===== src/include/csf_consts.svh =====
// constants for the status-flag and arithmetic-timing core
// assumes an 8-bit APB address and 32-bit data words
`ifndef CSF_CONSTS_SVH
`define CSF_CONSTS_SVH

// register byte addresses
`define CSF_ADDR_PSW   8'h00
`define CSF_ADDR_OPA   8'h04
`define CSF_ADDR_OPB   8'h08
`define CSF_ADDR_CMD   8'h0C
`define CSF_ADDR_RES   8'h10
`define CSF_ADDR_STAT  8'h14
`define CSF_ADDR_IRQ   8'h18
`define CSF_ADDR_CLK   8'h1C

// status word bit positions
`define CSF_PSW_C      0
`define CSF_PSW_Z      1
`define CSF_PSW_I      2
`define CSF_PSW_D      3
`define CSF_PSW_T      5
`define CSF_PSW_V      6
`define CSF_PSW_N      7

// reset values
`define CSF_PSW_RST    8'h04
`define CSF_IRQ_RST    8'h00
`define CSF_HS_RST     1'b0

// internal clock divide limits (osc rises per phi period minus one)
`define CSF_DIV_HS     3'h1
`define CSF_DIV_MS     3'h7

// phi cycles per operation
`define CSF_CYC_ARITH  5'h02
`define CSF_CYC_FLAG   5'h02
`define CSF_CYC_MUL    5'h0F
`define CSF_CYC_DIV    5'h10
`define CSF_CYC_BBX    5'h05

`endif


===== src/include/csf_pkg.sv =====
// types for the status-flag and arithmetic-timing core
// assumes csf_consts.svh is on the include path
package csf_pkg;

  typedef enum logic [3:0] {
    add_with_carry_op       = 4'h0,
    subtract_with_borrow_op = 4'h1,
    set_carry_op            = 4'h2,
    clear_carry_op          = 4'h3,
    clear_decimal_op        = 4'h4,
    set_decimal_op          = 4'h5,
    multiply_op             = 4'h6,
    divide_op               = 4'h7,
    branch_bit_clear_op     = 4'h8,
    branch_bit_set_op       = 4'h9
  } csf_op_e;

  typedef enum logic {
    ST_IDLE = 1'b0,
    ST_RUN  = 1'b1
  } csf_state_e;

  typedef struct packed {
    csf_state_e  st;
    csf_op_e     op;
    logic [4:0]  cyc;
    logic [7:0]  psw;
    logic [7:0]  opa;
    logic [7:0]  opb;
    logic [15:0] res;
    logic [7:0]  irq;
    logic [7:0]  irq_pend;
    logic        irq_pv;
    logic        hs;
    logic [2:0]  div_cnt;
    logic        osc_m;
    logic        osc_s;
    logic        osc_d;
    logic        pready;
    logic        pslverr;
    logic [31:0] prdata;
  } csf_state_s;

endpackage


===== src/verilog/csf_bcd_digit.sv =====
// one decimal digit of add or subtract with carry/borrow
// assumes operand digits are valid decimal values
`timescale 1ns/1ps

module csf_bcd_digit #(
  parameter int W = 4
) (
  // digit operands
  input  wire logic [W-1:0] a,
  input  wire logic [W-1:0] b,
  input  wire logic         cin,
  input  wire logic         sub,
  // digit result
  output logic      [W-1:0] d,
  output logic              cout
);

  localparam logic [W:0] NINE = (W+1)'(9);
  localparam logic [W:0] ADJ  = (W+1)'(6);

  logic [W:0] t;

  always_comb begin
    if (sub) begin
      t    = {1'b0, a} - {1'b0, b} - {{W{1'b0}}, cin};
      cout = t[W];
      d    = t[W] ? (t[W-1:0] - ADJ[W-1:0]) : t[W-1:0];
    end else begin
      t    = {1'b0, a} + {1'b0, b} + {{W{1'b0}}, cin};
      cout = (t > NINE);
      d    = (t > NINE) ? (t[W-1:0] + ADJ[W-1:0]) : t[W-1:0];
    end
  end

endmodule


===== src/verilog/csf_core.sv =====
// status word, decimal/binary arithmetic, multiply/divide and phi timing
// assumes an APB master on clk; main_osc_input is asynchronous to clk
//
// Decided for this implementation: the address map and the APB register port.
`timescale 1ns/1ps
`include "csf_consts.svh"

// Contract
// - reset sets interrupt mask flag; other status bits may be anything.
// - interrupt request writes become visible after the next instruction completes.
// - decimal flag set makes add and subtract produce BCD results.
// - negative, overflow and zero flags are meaningless in decimal mode.
// - multiply and divide ignore index X mode and decimal flags.
// - multiply and divide leave the whole status word unchanged.
// - each instruction lasts its cycle count times the phi period.
// - high-speed phi period is twice the oscillator period.
module csf_core
  import csf_pkg::*;
(
  // clock and reset
  input  wire logic        clk,
  input  wire logic        rst,
  // oscillator pin
  input  wire logic        main_osc_input,
  // apb slave
  input  wire logic        psel,
  input  wire logic        penable,
  input  wire logic        pwrite,
  input  wire logic [7:0]  paddr,
  input  wire logic [31:0] pwdata,
  output logic      [31:0] prdata,
  output logic             pready,
  output logic             pslverr,
  // status
  output logic      [7:0]  processor_status_word,
  output logic             busy,
  output logic      [7:0]  irq_req
);

  csf_state_s s;
  csf_state_s n;

  logic        rise;
  logic        tick;
  logic        done;
  logic        is_sub;
  logic [8:0]  bin_sum;
  logic [7:0]  bcd_val;
  logic        lo_c;
  logic        hi_c;
  logic [15:0] prod;
  logic        acc;
  logic        err;
  logic [31:0] rdata;

  assign is_sub = (s.op == subtract_with_borrow_op);
  assign prod   = s.opa * s.opb;

  csf_bcd_digit #(.W(4)) u_lo (
    .a    (s.opa[3:0]),
    .b    (s.opb[3:0]),
    .cin  (is_sub ? ~s.psw[`CSF_PSW_C] : s.psw[`CSF_PSW_C]),
    .sub  (is_sub),
    .d    (bcd_val[3:0]),
    .cout (lo_c)
  );

  csf_bcd_digit #(.W(4)) u_hi (
    .a    (s.opa[7:4]),
    .b    (s.opb[7:4]),
    .cin  (lo_c),
    .sub  (is_sub),
    .d    (bcd_val[7:4]),
    .cout (hi_c)
  );

  always_comb begin
    n       = s;
    bin_sum = {1'b0, s.opa} + {1'b0, is_sub ? ~s.opb : s.opb} + {8'h00, s.psw[`CSF_PSW_C]};
    // oscillator sync and phi divider
    n.osc_m = main_osc_input;
    n.osc_s = s.osc_m;
    n.osc_d = s.osc_s;
    rise    = s.osc_s & ~s.osc_d;
    tick    = rise & (s.div_cnt >= (s.hs ? `CSF_DIV_HS : `CSF_DIV_MS));
    if (rise) begin
      n.div_cnt = tick ? 3'h0 : s.div_cnt + 3'h1;
    end
    done = (s.st == ST_RUN) & tick & (s.cyc == 5'h01);
    // instruction timing and execution
    if ((s.st == ST_RUN) && tick) begin
      n.cyc = s.cyc - 5'h01;
    end
    if (done) begin
      n.st = ST_IDLE;
      case (s.op)
        add_with_carry_op, subtract_with_borrow_op: begin
          if (s.psw[`CSF_PSW_D]) begin
            n.res                = {8'h00, bcd_val};
            n.psw[`CSF_PSW_C]    = is_sub ? ~hi_c : hi_c;
          end else begin
            n.res                = {8'h00, bin_sum[7:0]};
            n.psw[`CSF_PSW_C]    = bin_sum[8];
          end
          // flags from binary sum; not meaningful in decimal mode
          n.psw[`CSF_PSW_N] = bin_sum[7];
          n.psw[`CSF_PSW_Z] = (bin_sum[7:0] == 8'h00);
          n.psw[`CSF_PSW_V] = (~(s.opa[7] ^ (is_sub ? ~s.opb[7] : s.opb[7]))) &
                              (s.opa[7] ^ bin_sum[7]);
        end
        set_carry_op:     n.psw[`CSF_PSW_C] = 1'b1;
        clear_carry_op:   n.psw[`CSF_PSW_C] = 1'b0;
        clear_decimal_op: n.psw[`CSF_PSW_D] = 1'b0;
        set_decimal_op:   n.psw[`CSF_PSW_D] = 1'b1;
        multiply_op: begin
          n.res = prod;
        end
        divide_op: begin
          if (s.opb == 8'h00) begin
            n.res = {s.opa, 8'hFF};
          end else begin
            n.res = {s.opa % s.opb, s.opa / s.opb};
          end
        end
        branch_bit_clear_op: n.res = {15'h0000, ~s.irq[s.opa[2:0]]};
        branch_bit_set_op:   n.res = {15'h0000, s.irq[s.opa[2:0]]};
        default: n.res = s.res;
      endcase
      if (s.irq_pv) begin
        n.irq    = s.irq_pend;
        n.irq_pv = 1'b0;
      end
    end
    // apb decode
    acc   = psel & penable;
    rdata = 32'h00000000;
    err   = 1'b0;
    case (paddr)
      `CSF_ADDR_PSW:  begin rdata = {24'h000000, s.psw};          err = pwrite & (s.st == ST_RUN); end
      `CSF_ADDR_OPA:  begin rdata = {24'h000000, s.opa};          err = pwrite & (s.st == ST_RUN); end
      `CSF_ADDR_OPB:  begin rdata = {24'h000000, s.opb};          err = pwrite & (s.st == ST_RUN); end
      `CSF_ADDR_CMD:  begin rdata = {28'h0000000, s.op};          err = pwrite & (s.st == ST_RUN); end
      `CSF_ADDR_RES:  begin rdata = {16'h0000, s.res};            err = pwrite; end
      `CSF_ADDR_STAT: begin rdata = {26'h0000000, s.cyc, s.st == ST_RUN}; err = pwrite; end
      `CSF_ADDR_IRQ:  begin rdata = {24'h000000, s.irq}; end
      `CSF_ADDR_CLK:  begin rdata = {31'h00000000, s.hs}; end
      default:        err = 1'b1;
    endcase
    n.pready = acc & ~s.pready;
    if (acc && !s.pready) begin
      n.prdata  = pwrite ? 32'h00000000 : rdata;
      n.pslverr = err;
    end
    if (acc && s.pready && pwrite && !s.pslverr) begin
      case (paddr)
        `CSF_ADDR_PSW: n.psw = pwdata[7:0];
        `CSF_ADDR_OPA: n.opa = pwdata[7:0];
        `CSF_ADDR_OPB: n.opb = pwdata[7:0];
        `CSF_ADDR_CMD: begin
          n.op  = csf_op_e'(pwdata[3:0]);
          n.st  = ST_RUN;
          case (pwdata[3:0])
            4'h0, 4'h1: n.cyc = `CSF_CYC_ARITH;
            4'h6:       n.cyc = `CSF_CYC_MUL;
            4'h7:       n.cyc = `CSF_CYC_DIV;
            4'h8, 4'h9: n.cyc = `CSF_CYC_BBX;
            default:    n.cyc = `CSF_CYC_FLAG;
          endcase
        end
        `CSF_ADDR_IRQ: begin
          n.irq_pend = pwdata[7:0];
          n.irq_pv   = 1'b1;
        end
        `CSF_ADDR_CLK: n.hs = pwdata[0];
        default: n.hs = s.hs;
      endcase
    end
  end

  always_ff @(posedge clk) begin
    if (rst) begin
      s          <= '0;
      s.st       <= ST_IDLE;
      s.op       <= add_with_carry_op;
      s.psw      <= `CSF_PSW_RST;
      s.irq      <= `CSF_IRQ_RST;
      s.irq_pend <= `CSF_IRQ_RST;
      s.hs       <= `CSF_HS_RST;
    end else begin
      s <= n;
    end
  end

  assign prdata                = s.prdata;
  assign pready                = s.pready;
  assign pslverr               = s.pslverr;
  assign processor_status_word = s.psw;
  assign busy                  = (s.st == ST_RUN);
  assign irq_req               = s.irq;

  chk_reset_imask: assert property (@(posedge clk) $past(rst) && !rst |->
    processor_status_word[`CSF_PSW_I] && !busy)
    else $error("interrupt mask not set after reset");

  chk_irq_delay: assert property (@(posedge clk) disable iff (rst)
    (irq_req != $past(irq_req)) |-> $past(done) && $past(s.irq_pv))
    else $error("interrupt request changed outside instruction end");

  chk_bcd_add: assert property (@(posedge clk) disable iff (rst)
    done && s.op == add_with_carry_op && s.psw[`CSF_PSW_D] &&
    s.opa[3:0] <= 4'h9 && s.opa[7:4] <= 4'h9 && s.opb[3:0] <= 4'h9 && s.opb[7:4] <= 4'h9
    |=> s.res[3:0] <= 4'h9 && s.res[7:4] <= 4'h9 && s.res[15:8] == 8'h00)
    else $error("decimal add result not decimal");

  chk_bcd_sub: assert property (@(posedge clk) disable iff (rst)
    done && is_sub && s.psw[`CSF_PSW_D] &&
    s.opa == 8'h00 && s.opb == 8'h01 && s.psw[`CSF_PSW_C]
    |=> s.res[7:0] == 8'h99 && !s.psw[`CSF_PSW_C])
    else $error("decimal borrow not propagated");

  chk_mul_value: assert property (@(posedge clk) disable iff (rst)
    done && s.op == multiply_op |=> s.res == 16'($past(s.opa)) * 16'($past(s.opb)))
    else $error("multiply result wrong");

  chk_muldiv_psw: assert property (@(posedge clk) disable iff (rst)
    done && (s.op == multiply_op || s.op == divide_op) |=> $stable(processor_status_word))
    else $error("status word changed by multiply or divide");

  chk_instr_len: assert property (@(posedge clk) disable iff (rst)
    busy && !tick |=> $stable(s.cyc) && busy)
    else $error("instruction advanced without phi cycle");

  chk_hs_div: assert property (@(posedge clk) disable iff (rst)
    rise && s.hs |-> tick == (s.div_cnt != 3'h0))
    else $error("high speed phi not oscillator divided by two");

endmodule


===== config.mk =====
export PLATFORM = sky130hd
export DESIGN_NAME = csf_core
export DESIGN_NICKNAME = d
export VERILOG_FILES = /design/src/include/csf_pkg.sv /design/src/verilog/csf_bcd_digit.sv /design/src/verilog/csf_core.sv
export VERILOG_INCLUDE_DIRS = /design/src /design/src/include
export SDC_FILE = /design/constraint.sdc
export NUM_CORES = 1
export LEC_CHECK = 0
export CAP_MARGIN = 5
export CORE_AREA = 2 2 114 171
export DETAILED_ROUTE_END_ITERATION = 7
export DIE_AREA = 0 0 116 173
export DONT_BUFFER_PORTS = 1
export GPL_TIMING_DRIVEN = 1
export HOLD_SLACK_MARGIN = 0.03
export PLACE_DENSITY_LB_ADDON = 0.15
export REMOVE_ABC_BUFFERS = 1
export SYNTH_ARGS = -nofsm -noshare
export SYNTH_HDL_FRONTEND = slang
export SYNTH_SLANG_ARGS = --single-unit

===== constraint.sdc =====
create_clock -name clk -period 12.9 [get_ports clk]
set_input_delay 1.29 -clock clk [delete_from_list [all_inputs] [get_ports clk]]
set_output_delay 1.29 -clock clk [all_outputs]
set_load 0.1 [all_outputs]

* Word-level counts from Yosys, hierarchy flattened
Cells that the tools add are included.
Word-level totals: register bits 108, input bits 46, output and inout port bits 51, word-level logic and storage cells 148
Cells by class: $add $sub $neg 16, multiply operators 1, divide/modulo/power cells 2, order comparisons 4, eq/ne operators 21, multiplexer cells 42, bitwise logic cells 18, reduce and logical (&&, ||, !) cells 25
Operators by type and width (count):
- 16-bit case mux with 8 select lines | 1
- 16-bit case mux with 5 select lines | 1
- 8-bit two-way mux | 5
- 34-bit two-way mux | 1
- 8-bit by 5-bit equality test with 1-bit output, second input constant | 4
- 32-bit two-way mux | 1
- 4-bit by 3-bit equality test with 1-bit output, second input constant | 6
- 8-bit logical NOT | 3
- 4-bit two-way mux | 6
- 4-bit equality test, second input constant | 4
- 8-bit by 4-bit equality test with 1-bit output, second input constant | 2
- 8-bit by 8-bit multiplier with 16-bit output | 1
- 16-bit two-way mux | 1
- 2-bit AND reduction | 8
- 5-bit case mux with 3 select lines | 1
- 1-bit two-way mux | 13
- 4-bit by 4-bit adder with 5-bit output | 2
- 5-bit by 1-bit adder with 5-bit output | 2
- 5-bit by 4-bit > comparator with 1-bit output, second input constant | 2
- 10-bit two-way mux | 1
- 4-bit by 4-bit subtractor with 5-bit output | 2
- 5-bit by 1-bit subtractor with 5-bit output | 2
- 8-bit by 8-bit adder with 9-bit output | 1
- 9-bit by 1-bit adder with 9-bit output | 1
- other kinds (28) | 58

* Logic depth before layout (Yosys ltp)
word-level depth 15, depth in mapped cells 52, mapped depth without buffers 49

* Cells and area by module
Synthesis repeated with hierarchy kept, for this count alone.
Unflattened totals: cell total of the unflattened synthesis 1298, area, all modules 10331.2 um2
Modules (own cells, without submodules):
- csf_core | instances 1, cells each 1154, area each 9172.5 um2
- csf_bcd_digit | instances 2, cells each 72, area each 579.3 um2

* Worst setup path after synthesis
OpenSTA, ideal clock, no wires.
kind reg-to-reg, start register s[74] (netlist bit), end register s[66] (netlist bit), setup time 101 ps, arrival time 10388 ps, data required time 12799 ps, slack 2411 ps, cell stages (with the launch flop) 51, path buffers 3, period minus slack after synthesis 10489 ps, path through dfxtp_1 > inv_1 > ha_1 > nand3_1 > and2_1 > ha_1 > o21ai_0 > a211o_1 > nand3_1 > o21ai_0 > ha_1 > o211ai_1 > a211oi_2 > and2_1 > nor2_1 > ha_1 > o21ai_0 > a211oi_1 > (+15 left out) > nor2_1 > a21oi_1 > ha_1 > or2_2 > a21o_1 > nand4_1 > and2_1 > clkbuf_1 > o21ai_0 > fa_1 > a211oi_1 > o21bai_1 > a21oi_1 > a31oi_1 > clkbuf_1 > a311oi_1 > a21oi_1 > o41ai_1
Between the ends: cells in the longest elaborated chain, start to end 3, elaborated cells on any way between the ends 5, those cells by class 1 x mul; 1 x div; 2 x mux; 1 x reduce/logical
RTL lines:
- start: declaration | line csf_core.sv:40 | csf_state_s s;
- start signal: assignment | line csf_core.sv:190 | s <= n;
- 8-bit by 8-bit modulo with 8-bit output / 8-bit logical NOT (equally long branches) | line csf_core.sv:122, csf_core.sv:119
- 16-bit two-way mux | line csf_core.sv:119 | if (s.opb == 8'h00) begin
- 16-bit case mux with 5 select lines * | line csf_core.sv:96 | case (s.op)
Every way passes the cells marked *; elsewhere a longest branch is shown, timed or not. A chain may end at the register's enable or synchronous reset.

* Worst setup path after layout
start register s[78] (netlist bit), end register s[72] (netlist bit)
The elaborated chain is that of the path after synthesis.

==> qor.yml <==
status: "completed"
fin_ws_ps: 950
clock-root-buffer: "clkbuf_16"
crit_path_frequent_cell: "ha_1"
layout_common_cells: "137 x nor2_1, 126 x nand2_1, 112 x ha_1, 105 x a21oi_1, 98 x inv_1"
setup_viol: 0
critPathMaxFanout: 14
min_period_ps: 11950
dp.cells: 1481
netlist_area_mm2: 0.0100
yosys.area.top_type_share: 0.183
instances_no_fill: 1497
leakage_nw: 4.41
worstSetupStartpointType: "register"
grtUsageTotal: 0.303
routabilityCongestion: 0.962
max-cap-violations: 0
num_io_pins: 97
ir_worst_vdd_uv: 59.3
synthCells: 1287
mostFrequentLayoutCell: "nor2_1"
maxSlewHeadroom: 0.261
dieArea_mm2: 0.0201
drt_wl_total_um: 30300
final_net_count: 1445
numCtsBuffers: 9
syn_to_final_growth_pct: 3.31
p_per_area_mw_per_mm2: 58.2
antenna_found_initial: 0
tightest_slew_ps: 1110
grt_overflow: 0
drt_iter0_markers: 664
vias: 9163
yosysUniqueCellTypes: 70
fillCellCount: 1808
synth-main-ff-cell: "dfxtp_1"
fin_tns_setup_ps: 0
fin_worst_skew_ps: 14.4
critPathCaptureType: "register"
period_share: 0.926
hold_violations: 0
ctsResizeCount: 0
clk_pin_slew_ps: 80
grt_max_degree: 94
first_pass_iters: 5
critPathArrivalTime_ps: 12190
synth_edf_count: 0
drive_above_1_share: 0.0610
ys_warn_count: 0
wl_per_cell_um: 20.2
hp-class: "reg2reg"
grt_pass1_wl_um: 47300
post-place-ws_ps: 1100
cts.path.max_buffers: 2
ctsHoldBuffers: 0
seq_area_frac_synth: 0.183
port_buffers: 0
cts_setup_buffers: 0
slowest_delay_ps: 580
insertedDiodeCount: 0
syn_avg_cell_area_um2: 7.80
seq_area_mm2: 0.00184
die_h_um: 173
cts_tree: "yes"
start_util: 0.544
design_area_mm2: 0.0104
worst_path_max_delay_cell: "a2111oi_0"
required_ps: 13140
multi_input_area_mm2: 0.00729
ant_nets: 0
grt_pass1_vias: 9046
placedInstanceArea_mm2: 0.0101
die_x_um: 116
rsz0062_at_grt: "no"
cts_htree_levels: 3
clock_sinks: 92
core_area_mm2: 0.0185
synth-seq-cells: 92
via_per_inst: 6.12
path_buf_inv: 4
drc: 0
synth.largest_area_cell: "dfxtp_1"
whs_ps: 452
fp-row-count: 61
clk_latency_ps: 360
async_flop_share: 0
max_freq_mhz: 83.7
path_class: "reg2reg"
synthTopCellsByArea: "dfxtp_1 18%, ha_1 14%, fa_1 9.4%"
crit_family: "compound AO/OA/AOI/OAI gates"
dp_hpwl_um: 23300
slew_viol_final: 0
[cell usage after synthesis (all sizes together), types with 3 or more instances]
library cell / count
xnor2: 41
o21ai: 57
a31oi: 16
a21o: 12
o32ai: 3
inv: 98
nor3b: 4
a22oi: 19
a211o: 6
o211ai: 10
dfxtp: 92
nand4: 7
a311oi: 6
or2: 5
nand3: 30
fa: 47
and2: 9
ha: 112
nor2: 137
nand2b: 13
a21oi: 105
o22ai: 7
clkbuf: 50
o21bai: 8
a221oi: 3
a211oi: 21
buf: 55
o21a: 10
and3: 5
o311ai: 3
mux2: 8
nor2b: 14
nand2: 126
nor3: 34
a22o: 5
a32oi: 4
xor2: 18
or3: 13
nor4: 8
a2111oi: 3
or4: 4
mux2i: 28
clkinv: 5
o41ai: 3
[registers in the layout, indices dropped and copies added, names as in the netlist]
name and cells:
busy 1, irq_req 8, n 2, prdata 16
pready 1, processor_status_word 8, pslverr 1, s 55
[final timing paths]
check / depth (start not counted) / start / to / slack [ps]
setup / recovery: 49 / s[78]$_SDFFE_PP0P_ / s[72]$_SDFFE_PP0P_ / 950
hold / removal: 2 / s[45]$_SDFFE_PP0P_ / s[45]$_SDFFE_PP0P_ / 450
setup reg to reg: 49 / s[78]$_SDFFE_PP0P_ / s[72]$_SDFFE_PP0P_ / 950
hold reg to reg: 2 / s[45]$_SDFFE_PP0P_ / s[45]$_SDFFE_PP0P_ / 450
[power breakdown]
part	total [mW]	internal, mW	leakage (nW)	switching [mW]
registers	0.288	0.285	0.742	0.00307
logic	0.0432	0.00949	3.52	0.0337
clock network	0.273	0.138	0.145	0.135
[layout make-up]
cell class	instances	share of cell area
flip-flops and latches	92	0.178
well taps	252	0.0304
clock inverters	7	0.00724
multi-input cells	1002	0.703
inverters	103	0.0373
clock buffers	9	0.0217
repair buffers	32	0.0232
[per-stage QoR]
step	util	power, mW
5_1_grt	0.562	0.621
4_1_cts	0.562	0.606
2_1_floorplan	-	0.332
6_report	0.562	0.604
3_5_place_dp	0.545	0.337
3_3_place_gp	0.545	0.337
[routing by layer]
| layer | GRT usage | vias to the layer above | wire length [µm] |
|---|---|---|---|
| met4 | 0.192 | 0 | 2140 |
| met5 | 0 | - | 0 |
| met3 | 0.0487 | 137 | 1740 |
| met2 | 0.543 | 337 | 15500 |
| met1 | 0.322 | 4344 | 10900 |
| li1 | - | 4345 | - |
[tightest hold or removal path, stage by stage (launching register included)]
cell and delay [ps]:
dfxtp_1 310, nand2_1 50, a21oi_1 50
[cells by family after synthesis]
logic type / count (synthesis) / synth area share
adders and majority gates: 159 / 0.233
xor gates and xnor gates: 59 / 0.0515
AOI/OAI and AO/OA: 317 / 0.206
muxes: 38 / 0.0414
DFF: 92 / 0.183
and+or+nand+nor: 413 / 0.188
other: 1 / 0.000374
buffers and inverters: 208 / 0.0962
No activity file was read; power rests on OpenSTA's default activity.
